$ cat src/hw/questionable_status_pkg.sv
//****************************************************************
//****************************************************************
package questionable_status_pkg;

   localparam int REG_W = 16;

   // bit positions
   localparam int BIT_TIME = 2;
   localparam int BIT_FREQ = 5;
   localparam int BIT_PHASE = 6;
   localparam int BIT_CAL_ERR = 8;
   localparam int BIT_LIMIT = 10;
   localparam int BIT_CMD_WARN = 14;
   localparam int BIT_SIGN = 15;
   localparam int NUM_COND = 3;

   localparam logic [REG_W-1:0] COND_MASK = 16'h0064;
   localparam logic [REG_W-1:0] EVENT_SRC_MASK = 16'h4500;
   localparam logic [REG_W-1:0] USED_MASK = 16'h4564;

   // defaults after power-on or status preset; autocal default after power-on or reset command
   localparam logic [REG_W-1:0] PTR_DEFAULT = 16'h7fff & USED_MASK;
   localparam logic [REG_W-1:0] NTR_DEFAULT = 16'h0000;
   localparam logic [REG_W-1:0] ENABLE_DEFAULT = 16'h0000;
   localparam logic AUTOCAL_DEFAULT = 1'b1;

   // query selector codes
   typedef enum logic [2:0] {
      SEL_EVENT,
      SEL_COND,
      SEL_ENABLE,
      SEL_PTR,
      SEL_NTR,
      SEL_AUTOCAL
   } query_sel_e;

endpackage

$ cat src/hw/questionable_status_group.sv
`timescale 1ns/1ps
`default_nettype none
module questionable_status_group
   import questionable_status_pkg::*;
(
   // clock and reset
   input wire logic clk,
   input wire logic rst_b,
   // status command strobes
   input wire logic clearStatus,
   input wire logic statusPreset,
   input wire logic resetCmd,
   // register writes
   input wire logic [REG_W-1:0] wrData,
   input wire logic wrPtr,
   input wire logic wrNtr,
   input wire logic wrEnable,
   input wire logic wrAutoCal,
   // queries
   input wire logic qryStrobe,
   input wire logic [2:0] qrySel,
   // measurement events
   input wire logic calFail,
   input wire logic limitFail,
   input wire logic paramDiscard,
   // read back and state
   output logic [REG_W-1:0] qryData_reg,
   output logic qryValid_reg,
   output logic [REG_W-1:0] cond_reg,
   output logic [REG_W-1:0] event_reg,
   output logic autoCal_reg,
   output logic summary_reg
);

   //************************************************************
   // function
   //************************************************************
   function automatic logic [REG_W-1:0] place_cond(input logic [NUM_COND-1:0] v);
      logic [REG_W-1:0] r;
      r = '0;
      r[BIT_TIME] = v[0];
      r[BIT_FREQ] = v[1];
      r[BIT_PHASE] = v[2];
      return r;
   endfunction

   function automatic logic [NUM_COND-1:0] pick_cond(input logic [REG_W-1:0] r);
      return {r[BIT_PHASE], r[BIT_FREQ], r[BIT_TIME]};
   endfunction

   //************************************************************
   // state
   //************************************************************
   logic [REG_W-1:0] ptr_reg, ptr_next;
   logic [REG_W-1:0] ntr_reg, ntr_next;
   logic [REG_W-1:0] enable_reg, enable_next;
   logic [REG_W-1:0] cond_next, event_next;
   logic [REG_W-1:0] qryData_next;
   logic qryValid_next, summary_next, autoCal_next;
   logic [NUM_COND-1:0] condHit;
   logic [REG_W-1:0] srcSet;
   logic evClear;

   cond_edge_filter #(
      .W(NUM_COND)
   ) u_filter (
      .clk(clk),
      .rst_b(rst_b),
      .cond(pick_cond(cond_reg)),
      .posEn(pick_cond(ptr_reg)),
      .negEn(pick_cond(ntr_reg)),
      .hit(condHit)
   );

   //************************************************************
   // configuration
   //************************************************************
   always_comb begin
      ptr_next = ptr_reg;
      ntr_next = ntr_reg;
      enable_next = enable_reg;
      autoCal_next = autoCal_reg;
      if (statusPreset) begin
         ptr_next = PTR_DEFAULT;
         ntr_next = NTR_DEFAULT;
         enable_next = ENABLE_DEFAULT;
      end else begin
         if (wrPtr) begin
            ptr_next = wrData & USED_MASK;
         end
         if (wrNtr) begin
            ntr_next = wrData & USED_MASK;
         end
         if (wrEnable) begin
            enable_next = wrData & USED_MASK;
         end
      end
      // autocal enable lives only here, never in a save image
      if (resetCmd) begin
         autoCal_next = AUTOCAL_DEFAULT;
      end else if (wrAutoCal) begin
         autoCal_next = wrData[0];
      end
   end

   always_ff @(posedge clk or negedge rst_b) begin
      if (!rst_b) begin
         ptr_reg <= PTR_DEFAULT;
         ntr_reg <= NTR_DEFAULT;
         enable_reg <= ENABLE_DEFAULT;
         autoCal_reg <= AUTOCAL_DEFAULT;
      end else begin
         ptr_reg <= ptr_next;
         ntr_reg <= ntr_next;
         enable_reg <= enable_next;
         autoCal_reg <= autoCal_next;
      end
   end

   //************************************************************
   // condition, event, summary
   //************************************************************
   always_comb begin
      cond_next = autoCal_reg ? '0 : COND_MASK;
      srcSet = '0;
      srcSet[BIT_CAL_ERR] = calFail;
      srcSet[BIT_LIMIT] = limitFail;
      srcSet[BIT_CMD_WARN] = paramDiscard;
      evClear = clearStatus | (qryStrobe && qrySel == 3'(SEL_EVENT));
      // a new event in the clearing cycle survives the clear
      event_next = ((evClear ? '0 : event_reg) | srcSet | place_cond(condHit))
                   & USED_MASK;
      summary_next = |(event_next & enable_next);
   end

   always_ff @(posedge clk or negedge rst_b) begin
      if (!rst_b) begin
         cond_reg <= '0;
         event_reg <= '0;
         summary_reg <= 1'b0;
      end else begin
         cond_reg <= cond_next;
         event_reg <= event_next;
         summary_reg <= summary_next;
      end
   end

   //************************************************************
   // query read back
   //************************************************************
   always_comb begin
      qryValid_next = qryStrobe;
      qryData_next = qryData_reg;
      if (qryStrobe) begin
         case (qrySel)
            3'(SEL_EVENT): qryData_next = event_reg;
            3'(SEL_COND): qryData_next = cond_reg;
            3'(SEL_ENABLE): qryData_next = enable_reg;
            3'(SEL_PTR): qryData_next = ptr_reg;
            3'(SEL_NTR): qryData_next = ntr_reg;
            3'(SEL_AUTOCAL): qryData_next = {15'h0000, autoCal_reg};
            default: qryData_next = '0;
         endcase
         qryData_next[BIT_SIGN] = 1'b0;
      end
   end

   always_ff @(posedge clk or negedge rst_b) begin
      if (!rst_b) begin
         qryData_reg <= '0;
         qryValid_reg <= 1'b0;
      end else begin
         qryData_reg <= qryData_next;
         qryValid_reg <= qryValid_next;
      end
   end

   //************************************************************
   // assertions
   //************************************************************
   a_cond_follows_autocal: assert property (@(posedge clk) disable iff (!rst_b)
      ##1 (cond_reg[BIT_TIME] == !$past(autoCal_reg)))
      else $error("time condition does not track autocal");

   a_freq_phase_cond: assert property (@(posedge clk) disable iff (!rst_b)
      cond_reg[BIT_FREQ] == cond_reg[BIT_TIME] && cond_reg[BIT_PHASE] == cond_reg[BIT_TIME])
      else $error("frequency or phase condition differs from time");

   a_cal_fail_sets: assert property (@(posedge clk) disable iff (!rst_b)
      calFail |=> event_reg[BIT_CAL_ERR])
      else $error("calibration failure not latched");

   a_limit_each_time: assert property (@(posedge clk) disable iff (!rst_b)
      limitFail && (clearStatus || (qryStrobe && qrySel == 3'(SEL_EVENT)))
      |=> event_reg[BIT_LIMIT])
      else $error("repeated out-of-limit lost");

   a_warn_sets: assert property (@(posedge clk) disable iff (!rst_b)
      paramDiscard |=> event_reg[BIT_CMD_WARN])
      else $error("command warning not latched");

   a_sign_zero: assert property (@(posedge clk) disable iff (!rst_b)
      !qryData_reg[BIT_SIGN] && !event_reg[BIT_SIGN])
      else $error("bit 15 not zero");

   a_reset_autocal: assert property (@(posedge clk) disable iff (!rst_b)
      resetCmd |=> autoCal_reg ##1 (cond_reg == '0))
      else $error("reset command did not restore autocal");

   a_rise_event: assert property (@(posedge clk) disable iff (!rst_b)
      $rose(cond_reg[BIT_TIME]) && ptr_reg[BIT_TIME] |=> event_reg[BIT_TIME])
      else $error("rising condition with positive filter not latched");

   a_sticky_event: assert property (@(posedge clk) disable iff (!rst_b)
      event_reg[BIT_LIMIT] && !clearStatus && !(qryStrobe && qrySel == 3'(SEL_EVENT))
      |=> event_reg[BIT_LIMIT])
      else $error("event bit dropped without clear");

   a_preset_clears: assert property (@(posedge clk) disable iff (!rst_b)
      statusPreset |=> enable_reg == ENABLE_DEFAULT && !summary_reg)
      else $error("preset did not clear enable");

   a_filters_kept: assert property (@(posedge clk) disable iff (!rst_b)
      clearStatus && !statusPreset && !wrPtr && !wrNtr |=> $stable(ptr_reg) && $stable(ntr_reg))
      else $error("clear-status changed filters");

   a_summary_value: assert property (@(posedge clk) disable iff (!rst_b)
      summary_reg == |(event_reg & enable_reg))
      else $error("summary mismatch");

endmodule // questionable_status_group
`default_nettype wire

$ cat src/hw/cond_edge_filter.sv
`timescale 1ns/1ps
`default_nettype none
module cond_edge_filter
   import questionable_status_pkg::*;
#(
   parameter int W = NUM_COND
) (
   // clock and reset
   input wire logic clk,
   input wire logic rst_b,
   // condition and filters
   input wire logic [W-1:0] cond,
   input wire logic [W-1:0] posEn,
   input wire logic [W-1:0] negEn,
   // qualified transitions
   output logic [W-1:0] hit
);

   logic [W-1:0] prev_reg;
   logic [W-1:0] prev_next;

   initial begin
      if (W < 1) begin
         $error("cond_edge_filter needs at least one bit");
      end
   end

   always_comb begin
      prev_next = cond;
   end

   always_ff @(posedge clk or negedge rst_b) begin
      if (!rst_b) begin
         prev_reg <= '0;
      end else begin
         prev_reg <= prev_next;
      end
   end

   genvar i;
   generate
      for (i = 0; i < W; i++) begin : g_bit
         // rising needs positive filter, falling needs negative filter
         assign hit[i] = (posEn[i] & cond[i] & ~prev_reg[i]) |
                         (negEn[i] & ~cond[i] & prev_reg[i]);
      end
   endgenerate

endmodule // cond_edge_filter
`default_nettype wire

$ cat config.mk
export PLATFORM = sky130hd
export DESIGN_NAME = questionable_status_group
export DESIGN_NICKNAME = d
export VERILOG_FILES = /design/src/hw/questionable_status_pkg.sv /design/src/hw/questionable_status_group.sv /design/src/hw/cond_edge_filter.sv
export SDC_FILE = /design/constraint.sdc
export NUM_CORES = 1
export LEC_CHECK = 0
export BUFFER_PORTS_ARGS = -buffer_cell sky130_fd_sc_hd__buf_2
export CAP_MARGIN = 20
export CELL_PAD_IN_SITES_DETAIL_PLACEMENT = 0
export CELL_PAD_IN_SITES_GLOBAL_PLACEMENT = 1
export CORE_UTILIZATION = 35
export CTS_CLUSTER_SIZE = 30
export DETAILED_ROUTE_END_ITERATION = 12
export PLACE_DENSITY_LB_ADDON = 0.1
export SLEW_MARGIN = 20
export SYNTH_ARGS = -nofsm -noshare
export SYNTH_HDL_FRONTEND = slang
export SYNTH_SLANG_ARGS = --single-unit
$ cat constraint.sdc
create_clock -name clk -period 1.8 [get_ports clk]
set_input_delay 0.09 -clock clk [delete_from_list [all_inputs] [get_ports clk]]
set_output_delay 0.09 -clock clk [all_outputs]
set_load 0.05 [all_outputs]
==> Yosys cells after proc, flatten, opt, wreduce, memory -nomap -nowiden <==
Cells that the tools add are included.
{ "totals": {"wordCells": 57, "register_bits": 80, "inputBits": 32, "output_inout_bits": 51} }
{ "op_classes": {"bitwise_logic": 25, "eq_ne": 5, "muxes": 11, "n_reduce_logical": 6} }
{ "op_table": {"columns": ["cell", "n"], "rows": [
  ["case mux 15 bit (6 select lines)", 1],
  ["2-to-1 mux 15 bit", 5],
  ["2-to-1 mux 16 bit", 2],
  ["AND 15 x 16 -> 16 bit", 1],
  ["OR reduction 16 bit", 1],
  ["OR 15 bit", 1],
  ["OR 15 x 7 -> 15 bit", 1],
  ["AND 1 bit", 12],
  ["2-to-1 mux 7 bit", 1],
  ["== test 3 x 2 -> 1 bit, second input constant", 2],
  ["== test 3 bit, second input constant", 2],
  ["inverter 1 bit", 6],
  ["nonzero test 2 bit", 3],
  ["OR 1 bit", 4],
  ["== test 3 x 1 -> 1 bit, second input constant", 1],
  ["zero test 3 bit", 1],
  ["2-to-1 mux 1 bit", 2],
  ["logical AND 1 bit", 1]
]} }

==> Logic depth before layout (Yosys ltp) <==
Gate-level depths: netlist (run 1).
{ "logic_depth": {"ltp_word": 8, "depth_mapped": 6, "ltp_nobuf": 5} }

==> Cells and area by module <==
From an unflattened synthesis (run 1), not the netlist that was laid out.
{ "unflattened": {"cells_unflattened": 184, "hier_area_um2": 1995.7} }
{ "modules_own_cells": {"columns": ["mod", "area_each_um2", "n_inst", "cells_each", "seq_area_each_um2"], "rows": [
  ["questionable_status_group", 1876.8, 1, 172, 909.6],
  ["cond_edge_filter", 118.9, 1, 12, 75.1]
]} }

==> Worst setup path before layout (run 1) <==
OpenSTA, ideal clock, no wires.
{ "synth_timing": {"kind": "register to register", "start": "reg cond_reg[5]", "end": "reg summary_reg", "synth_period_minus_slack_ns": 1.588, "setup_time_ns": 0.133, "n_path_buf": 0, "required_time_ns": 1.667, "arrival_time_ns": 1.456, "slack_ns": 0.212, "stages_incl_launch_ff": 5, "cell_sequence": "dfrtp_1 -> nor2b_1 -> a222oi_1 -> a2bb2oi_1 -> nand4_1"} }
{ "synth_between": {"elab_chain_len": 7, "elab_cells_between_ends": 9, "classes_between": "8 x bitwise; 1 x reduce/logical"} }
{ "synth_rtl": {"columns": ["item", "line_no", "rtl"], "rows": [
  ["start, declared", "questionable_status_group.sv:29", "output logic [REG_W-1:0] cond_reg,"],
  ["start signal, assigned", "questionable_status_group.sv:142", "cond_reg <= cond_next;"],
  ["inverter 1 bit", "cond_edge_filter.sv:45", "(negEn[i] & ~cond[i] & prev_reg[i]);"],
  ["AND 1 bit (2 in series)", "cond_edge_filter.sv:45", null],
  ["OR 1 bit (*)", "cond_edge_filter.sv:44", "assign hit[i] = (posEn[i] & cond[i] & ~prev_reg[i]) |"],
  ["OR 15 x 7 -> 15 bit (*)", "questionable_status_group.sv:131", "event_next = ((evClear ? '0 : event_reg) | srcSet | place_cond(condHit))"],
  ["AND 15 x 16 -> 16 bit (*)", "questionable_status_group.sv:133", "summary_next = |(event_next & enable_next);"],
  ["OR reduction 16 bit (*)", "questionable_status_group.sv:133", null],
  ["named net summary_next", "questionable_status_group.sv:59", "logic qryValid_next, summary_next, autoCal_next;"],
  ["end signal, assigned", "questionable_status_group.sv:144", "summary_reg <= summary_next;"],
  ["end, declared", "questionable_status_group.sv:32", "output logic summary_reg"]
]} }
The timed path passes the listed nets; every way through them passes the cells marked *.
A chain may end at the register's enable or synchronous reset.

==> Worst setup path in the final report (run 1) <==
Ends and elaborated chain as after synthesis.

==> results.sh, run 1 <==
export IMPL_grt_max_degree=38
export IMPL_use_met2_pct=24.2
export IMPL_track_usage_pct=15.5
export IMPL_cp_start_kind="register"
export IMPL_path_cells="nor2b_1 > a222oi_1 > a2bb2oi_1 > nand4_1"
export IMPL_path_buf_inv=0
export IMPL_drv_cap=0
export IMPL_fin_crit_ns=1.56
export IMPL_routed_wl_um=4260
export IMPL_antenna_cells=0
export IMPL_largest_reg_flops=8
export IMPL_wl_per_cell_um=14.4
export IMPL_fp_dieW_um=76.6
export IMPL_syn_instance_count=182
export IMPL_setup_tns_ns=0
export IMPL_critPathRequiredTime_ns=1.96
export IMPL_ff2ff_path_depth=4
export IMPL_synth_largest_area_cell="dfrtp_1"
export IMPL_max_stage_delay_ns=0.49
export IMPL_final_cells=296
export IMPL_synth_top_area_share_pct=38.6
export IMPL_post_cts_setup_buffers=0
export IMPL_setup_slack_ns=0.238
export IMPL_synth_seq_area_share_pct=48.0
export IMPL_synthTopCellsByArea="dfrtp_1 39%, buf_4 13%, dfstp_2 9.5%"
export IMPL_viasPerCell=4.66
export IMPL_cp_depth=4
export IMPL_regArea_um2=935
export IMPL_rsz0062_at_grt="false"
export IMPL_multi_input_comb_area_um2=778
export IMPL_avgSynthCellArea_um2=10.7
export IMPL_use_met3_pct=3.83
export IMPL_clk_pin_slew_ns=0.07
export IMPL_path_class="reg2reg"
export IMPL_grtUsageMet1_pct=21.2
export IMPL_drive_above_1_share_pct=32.7
export IMPL_critical_path_endpoint_type="register"
export IMPL_grt_overflow_total=0
export IMPL_floorplan_io_pins=83
export IMPL_drtIter0Drc=95
export IMPL_cts_sinks=37
export IMPL_worst_pin_slew_ns=0.836
export IMPL_port_buffers=49
export IMPL_vias=1378
export IMPL_fin_crit_sh_pct=86.8
export IMPL_dpl_hpwl_um=3100
export IMPL_firstDrtPassIters=4
export IMPL_worstHoldPathType="in2reg"
export IMPL_irDropWorstVdd_uv=354
export IMPL_busiest_layer="met2"
export IMPL_rows=26
export IMPL_place_ws_ns=0.226
export IMPL_yosys_register_bits=37
export IMPL_die_y_um=76.6
export IMPL_synth_cell_type_count=33
export IMPL_placedInstanceArea_mm2=0.00211
export IMPL_hold_viol_final=0
export IMPL_status="finished clean"
export IMPL_cts_root_buffer="clkbuf_8"
export IMPL_endpoint="summary_reg"
export IMPL_syn_to_final_growth_pct=13.4
export IMPL_antenna_found_initial=0
export IMPL_max_freq_mhz=640
export IMPL_drc_errors=0
export IMPL_coreArea_mm2=0.00524
export IMPL_start_util_pct=37.1
export IMPL_regToRegEndpoint="summary_reg"
export IMPL_grt_pass1_vias=1334
export IMPL_p_leak_nw=1.14
export IMPL_crit_family="compound AO/OA/AOI/OAI gates"
export IMPL_startpoint="cond_reg[5]"
export IMPL_setup_violations=0
export IMPL_netlist_area_mm2=0.00195
export IMPL_r2r_start="cond_reg[5]"
export IMPL_nNetsFinal=257
export IMPL_crit_slowest_cell="dfrtp_1"
export IMPL_gp_congestion=0.774
export IMPL_powerDensity_mw_per_mm2=923
export IMPL_filler_cell_count=527
export IMPL_critPathArrivalTime_ns=1.72
export IMPL_slew_headroom_pct=44.3
export IMPL_cts_max_level=2
export IMPL_worstPathMaxFanout=9
export IMPL_ys_warn_count=0
export IMPL_r2r_slack_ns=0.24
export IMPL_clockBufferDepth=2
export IMPL_clock_latency_ns=0.28
export IMPL_cts_buffers_inserted=5
export IMPL_dpl_cell_count=286
export IMPL_drv_slew=0
export IMPL_clock_skew_ns=0.00187
export IMPL_tritoncts="built"
export IMPL_stdcell_area_mm2=0.00221
export IMPL_die_area_mm2=0.00586
export IMPL_fin_util_pct=42.1
export IMPL_ant_nets=0
export IMPL_grt_pass1_wl_um=6950
## final cells by class
cell class	count	share of cell area [%]
Tap cell	70	3.97
Inverter	8	1.36
Timing Repair Buffer	55	13.4
Clock buffer	8	3.63
Multi-Input combinational cell	118	35.3
Sequential cell	37	42.4
## cells in the final DEF (no fill, tap or decap), types with 2 or more instances in the layout
cell type	n
buf_2	49
dfrtp_1	30
conb_1	24
mux2i_1	16
nor2_1	16
nor2b_1	9
inv_1	7
nand2_1	7
dfstp_2	7
a211o_1	6
clkbuf_8	5
a21oi_1	4
nand3_1	4
buf_4	4
a21o_1	3
a222oi_1	3
o21ai_0	3
o211ai_1	3
clkbuf_1	3
or2_2	2
a2bb2oi_1	2
mux2_2	2
mux4_2	2
a31oi_1	2
o21a_1	2
dlygate4sd3_1	2
## per-stage QoR
step	power (mW)	hold slack, ns
floorplan	1.41	-0.206
global placement	1.50	0.235
detailed placement	1.50	0.236
CTS	2.06	0.00777
global route	2.13	0.00405
finish	2.04	0.0129
## power by group
part | switching (mW) | internal [mW]
clock network | 0.278 | 0.275
logic | 0.402 | 0.138
registers | 0.0402 | 0.903
total | 0.720 | 1.32
## how the worst min path moves through the flow
stage,start,end,depth (start not counted)
after detailed placement,rst_b,qryData_reg[0],1
after floorplan,rst_b,cond_reg[5],0
after global placement,rst_b,qryValid_reg,1
after global routing,paramDiscard,event_reg[14],2
after CTS,paramDiscard,event_reg[14],2
final,paramDiscard,event_reg[14],2
## routing by layer
| layer | share of wire (%) | vias up | wire, um |
|---|---|---|---|
| met5 | 0 | - | 0 |
| met4 | 1.1 | 0 | 46 |
| met3 | 6.3 | 5 | 267 |
| met2 | 47 | 70 | 2010 |
| met1 | 45 | 646 | 1940 |
| li1 | - | 657 | - |
## repair_timing
item | CTS | global route
hold endpoints to repair | 31 | 0
hold buffers | 2 | 0
resized for setup | 0 | 0
## cells in the mapped netlist
cell type and number:
a211oi_1 1, a21oi_1 4, or2_2 2, a211o_1 6, dfstp_2 7, a31oi_4 1
nand3_1 4, buf_4 34, nand2b_1 1, mux2_2 2, clkbuf_1 5, and2b_1 1
a222oi_1 3, inv_2 1, buf_2 3, o21ai_0 3, a31oi_1 2, nand2_1 7
mux2i_1 16, inv_1 7, o211ai_1 3, nor2b_1 9, o21a_1 2, nor2_4 1
conb_1 1, nand4_1 1, a21o_1 3, dfrtp_1 30, a2bb2oi_1 2, nor2_1 16
a221oi_1 1, mux4_2 2, nor4b_1 1
## logic make-up (layout without fill, tap and decap cells)
logic type	after synthesis	count (layout)	synth area share, %
multiplexers	20	20	11.7
AO/OA/AOI/OAI	31	31	12.6
AND/OR/NAND/NOR	43	43	11.1
flip-flops	37	37	48.0
buffers and inverters	50	71	16.4
other	1	24	0.193
Power figures use the tool's default switching activity.
==> run 2, diff against run 1 <==
--- a/config.mk
+++ b/config.mk
@@ -8,8 +8,8 @@
 export BUFFER_PORTS_ARGS = -buffer_cell sky130_fd_sc_hd__buf_2
 export CAP_MARGIN = 20
 export CELL_PAD_IN_SITES_DETAIL_PLACEMENT = 0
-export CELL_PAD_IN_SITES_GLOBAL_PLACEMENT = 1
-export CORE_UTILIZATION = 35
+export CELL_PAD_IN_SITES_GLOBAL_PLACEMENT = 2
+export CORE_UTILIZATION = 28
 export CTS_CLUSTER_SIZE = 30
 export DETAILED_ROUTE_END_ITERATION = 12
 export PLACE_DENSITY_LB_ADDON = 0.1
==> results.sh, run 2 (same netlist as run 1, synthesis figures left out) <==
export IMPL_tritoncts="built"
export IMPL_vias=1394
export IMPL_firstDrtPassIters=5
export IMPL_largest_reg_flops=8
export IMPL_wl_per_cell_um=14.7
export IMPL_clk_pin_slew_ns=0.07
export IMPL_grt_max_degree=38
export IMPL_grt_pass1_vias=1408
export IMPL_die_area_mm2=0.00729
export IMPL_clockBufferDepth=2
export IMPL_routed_wl_um=4530
export IMPL_setup_tns_ns=0
export IMPL_critPathArrivalTime_ns=1.59
export IMPL_hold_viol_final=0
export IMPL_hold_depth=2
export IMPL_r2r_start="u_filter.prev_reg[1]"
export IMPL_floorplan_io_pins=83
export IMPL_gp_congestion=0.736
export IMPL_cts_sinks=37
export IMPL_drv_cap=0
export IMPL_irDropWorstVdd_uv=308
export IMPL_r2r_slack_ns=0.37
export IMPL_die_y_um=85.4
export IMPL_grt_pass1_wl_um=7190
export IMPL_critical_path_endpoint_type="register"
export IMPL_drv_slew=0
export IMPL_hold_end="event_reg[14]"
export IMPL_drtIter0Drc=79
export IMPL_clock_latency_ns=0.28
export IMPL_ff2ff_path_depth=4
export IMPL_regArea_um2=935
export IMPL_fin_crit_sh_pct=79.6
export IMPL_dpl_hpwl_um=3340
export IMPL_antenna_cells=0
export IMPL_holdBufCountCts=2
export IMPL_viasPerCell=4.53
export IMPL_cts_max_level=2
export IMPL_nNetsFinal=259
export IMPL_max_freq_mhz=698
export IMPL_place_ws_ns=0.250
export IMPL_worstPathMaxFanout=3
export IMPL_fin_util_pct=33.1
export IMPL_fp_dieW_um=85.4
export IMPL_worstHoldStart="paramDiscard"
export IMPL_fin_crit_ns=1.43
export IMPL_rows=30
export IMPL_ant_nets=0
export IMPL_setup_slack_ns=0.368
export IMPL_cp_start_kind="register"
export IMPL_antenna_found_initial=0
export IMPL_drive_above_1_share_pct=33.3
export IMPL_powerDensity_mw_per_mm2=916
export IMPL_regToRegEndpoint="summary_reg"
export IMPL_track_usage_pct=13.2
export IMPL_syn_to_final_growth_pct=14.8
export IMPL_cts_root_buffer="clkbuf_8"
export IMPL_rsz0062_at_grt="false"
export IMPL_worstHoldPathType="in2reg"
export IMPL_drc_errors=0
export IMPL_final_common_cell="buf_2"
export IMPL_setup_violations=0
export IMPL_grt_overflow_total=0
export IMPL_ctsResizeCount=0
export IMPL_coreArea_mm2=0.00676
export IMPL_post_cts_setup_buffers=0
export IMPL_start_util_pct=28.8
export IMPL_port_buffers=49
export IMPL_startpoint="u_filter.prev_reg[1]"
export IMPL_multi_input_comb_area_um2=778
export IMPL_final_cell_mix="49 x buf_2, 30 x dfrtp_1, 24 x conb_1"
export IMPL_cts_buffers_inserted=5
export IMPL_status="finished clean"
export IMPL_filler_cell_count=732
export IMPL_p_leak_nw=1.15
export IMPL_critPathRequiredTime_ns=1.95
export IMPL_path_class="reg2reg"
export IMPL_clock_skew_ns=0.00474
-- run 2: changes by cell type in the layout (fill, tap and decap cells not counted) --
| cell | delta |
|---|---|
| buf_4 | +2 |
-- run 2: routing by layer --
| layer | track usage (%) | part of all wire, % | vias to the layer above | wire (um) |
|---|---|---|---|---|
| met5 | 0 | 0 | - | 0 |
| met4 | 5.00 | 1.2 | 0 | 55 |
| met3 | 2.82 | 4.0 | 4 | 179 |
| met2 | 21.9 | 49 | 48 | 2230 |
| met1 | 16.8 | 46 | 687 | 2070 |
| li1 | - | - | 655 | - |
-- run 2: metrics by stage --
| step | instance area [um2] | hold WS (ns) | power, mW | cells |
|---|---|---|---|---|
| global placement | 2130 | 0.170 | 1.51 | 298 |
| global route | 2230 | 0.0140 | 2.16 | 308 |
| floorplan | 2030 | -0.206 | 1.41 | 205 |
| detailed placement | 2130 | 0.178 | 1.51 | 298 |
| finish | 2230 | 0.0190 | 2.05 | 308 |
| CTS | 2230 | 0.0126 | 2.08 | 308 |
-- run 2: layout make-up --
type,count,area share (%)
tap,80,4.48
multi-input combinational,118,34.8
clock buffer,8,3.59
timing repair buffer,57,13.9
inverter,8,1.34
sequential,37,41.8
-- run 2: worst max-delay path: stages (launching register included) --
cell       delay, ns
dfrtp_1         0.37
nor2b_1         0.17
a222oi_1        0.38
a2bb2oi_1       0.26
nand4_1         0.12
-- run 2: worst max path at each step --
stage,to
finish,summary_reg
global route,summary_reg
detailed placement,summary_reg
CTS,summary_reg
global placement,summary_reg
floorplan,summary_reg
-- run 2: power breakdown --
group | switching (mW) | leakage [nW] | internal, mW
logic | 0.406 | 0.661 | 0.142
registers | 0.0396 | 0.454 | 0.903
clock network | 0.279 | 0.0395 | 0.275
total | 0.725 | 1.15 | 1.32
==> run 3, diff against run 2 <==
--- a/config.mk
+++ b/config.mk
@@ -9,7 +9,7 @@
 export CAP_MARGIN = 20
 export CELL_PAD_IN_SITES_DETAIL_PLACEMENT = 0
 export CELL_PAD_IN_SITES_GLOBAL_PLACEMENT = 2
-export CORE_UTILIZATION = 28
+export CORE_UTILIZATION = 25
 export CTS_CLUSTER_SIZE = 30
 export DETAILED_ROUTE_END_ITERATION = 12
 export PLACE_DENSITY_LB_ADDON = 0.1
==> constraint.sdc (replaced) <==
create_clock -name clk -period 1.2 [get_ports clk]
set_input_delay 0.06 -clock clk [delete_from_list [all_inputs] [get_ports clk]]
set_output_delay 0.06 -clock clk [all_outputs]
set_load 0.05 [all_outputs]
==> results.sh, run 3 (same netlist as run 1, synthesis figures left out) <==
export IMPL_crit_family="compound AO/OA/AOI/OAI gates"
export IMPL_worstPathMaxFanout=6
export IMPL_power_mw=3.22
export IMPL_cp_start_kind="register"
export IMPL_grt_pass1_wl_um=8200
export IMPL_grt_max_degree=38
export IMPL_rsz0062_at_grt="true"
export IMPL_syn_to_final_growth_pct=27.9
export IMPL_max_stage_delay_ns=0.46
export IMPL_hold_viol_final=0
export IMPL_tritoncts="built"
export IMPL_antenna_found_initial=0
export IMPL_place_ws_ns=-0.155
export IMPL_clock_skew_ns=0.00366
export IMPL_drv_slew=0
export IMPL_path_buf_inv=0
export IMPL_clock_latency_ns=0.29
export IMPL_filler_cell_count=790
export IMPL_path_cells="nor2b_4 > a222oi_1 > a2bb2oi_1 > nand4_1"
export IMPL_path_class="reg2reg"
export IMPL_drive_above_1_share_pct=43.4
export IMPL_grt_pass1_vias=1479
export IMPL_cts_sinks=37
export IMPL_fin_crit_sh_pct=113
export IMPL_placedInstanceArea_mm2=0.00229
export IMPL_final_common_cell="buf_2"
export IMPL_setup_violations=4
export IMPL_p_leak_nw=1.27
export IMPL_worstHoldPathType="in2reg"
export IMPL_critPathArrivalTime_ns=1.52
export IMPL_nNetsFinal=280
export IMPL_status="finished with violations"
export IMPL_port_buffers=49
export IMPL_cts_root_buffer="clkbuf_8"
export IMPL_wl_per_cell_um=14.7
export IMPL_floorplan_io_pins=83
export IMPL_gp_congestion=0.811
export IMPL_whs_ns=0.00977
export IMPL_vias=1503
export IMPL_track_usage_pct=13.1
export IMPL_viasPerCell=4.32
export IMPL_stdcell_area_mm2=0.00249
export IMPL_clockBufferDepth=2
export IMPL_drv_cap=0
export IMPL_largest_reg_flops=8
export IMPL_fin_crit_ns=1.36
export IMPL_coreArea_mm2=0.00737
export IMPL_max_freq_mhz=736
export IMPL_dpl_hpwl_um=3670
export IMPL_firstDrtPassIters=4
export IMPL_fp_dieW_um=90.2
export IMPL_die_area_mm2=0.00814
export IMPL_drtIter0Drc=74
export IMPL_powerDensity_mw_per_mm2=1290
export IMPL_cts_buffers_inserted=5
export IMPL_critical_path_endpoint_type="register"
export IMPL_failed_checks="setup timing"
export IMPL_routed_wl_um=5110
export IMPL_start_util_pct=26.4
export IMPL_ant_nets=0
export IMPL_grt_overflow_total=0
export IMPL_critPathRequiredTime_ns=1.36
export IMPL_irDropWorstVdd_uv=377
export IMPL_die_y_um=90.2
export IMPL_drc_errors=0
export IMPL_clk_pin_slew_ns=0.08
export IMPL_rows=31
export IMPL_setup_slack_ns=-0.159
export IMPL_cts_max_level=2
export IMPL_antenna_cells=0
export IMPL_crit_slowest_cell="dfrtp_2"
export IMPL_final_cell_mix="46 x buf_2, 25 x buf_4, 24 x conb_1, 24 x dfrtp_1"
run 3: changes by cell type in the layout (fill, tap and decap cells not counted), sizes merged:
cell         previous run  this run
clkinv                  0         2
buf                    55        72
clkbuf                  8         6
dlygate4sd3             2         6
run 3: where the power goes:
part           internal [mW]  leakage (nW)  switching [mW]
Sequential              1.36         0.448          0.0657
Clock                  0.403        0.0450           0.470
Combinational          0.286         0.774           0.638
Total                   2.05          1.27            1.17
run 3: repair_timing:
| item | in CTS | in global routing |
|---|---|---|
| endpoints found under the hold margin | 39 | 1 |
| hold buffers | 5 | 1 |
| pin swaps | 0 | 2 |
| setup endpoints to repair | 2 | 11 |
| buffers inserted | 0 | 3 |
| gates resized for setup | 0 | 14 |
run 3: layer usage:
metal | global-route usage, % | part of all wire (%)
met1 | 17.2 | 47
met2 | 20.9 | 46
met3 | 3.81 | 5.2
met4 | 4.03 | 1.3
met5 | 0 | 0
run 3: worst paths after layout:
kind	start	end	slack, ns	cells after the start
min in group asynchronous	rst_b	qryData_reg[8]	0.26	3
worst max-delay path	cond_reg[5]	summary_reg	-0.16	4
worst max register to register	cond_reg[5]	summary_reg	-0.16	4
worst min register to register	autoCal_reg	cond_reg[5]	0.46	1
worst min-delay path	calFail	event_reg[8]	0.01	2
max in group asynchronous	rst_b	ptr_reg[14]	0.68	3
run 3: stage by stage:
stage	cells	setup TNS, ns	utilization, %
after global routing	348	-0.559	33.8
after CTS	344	-0.201	32.9
after global placement	331	-0.242	31.1
after detailed placement	331	-0.285	31.1
final	348	-0.197	33.8
after floorplan	205	-0.385	-
run 3: final cells by class:
| cell class | count | area, um2 | share of cell area [%] |
|---|---|---|---|
| multi-input cells | 118 | 812 | 32.6 |
| clock buffers | 6 | 72.6 | 2.92 |
| clock inverters | 2 | 10.0 | 0.402 |
| flip-flops and latches | 37 | 942 | 37.9 |
| repair buffers | 78 | 498 | 20.0 |
| well taps | 99 | 124 | 4.98 |
| inverters | 8 | 30.0 | 1.21 |
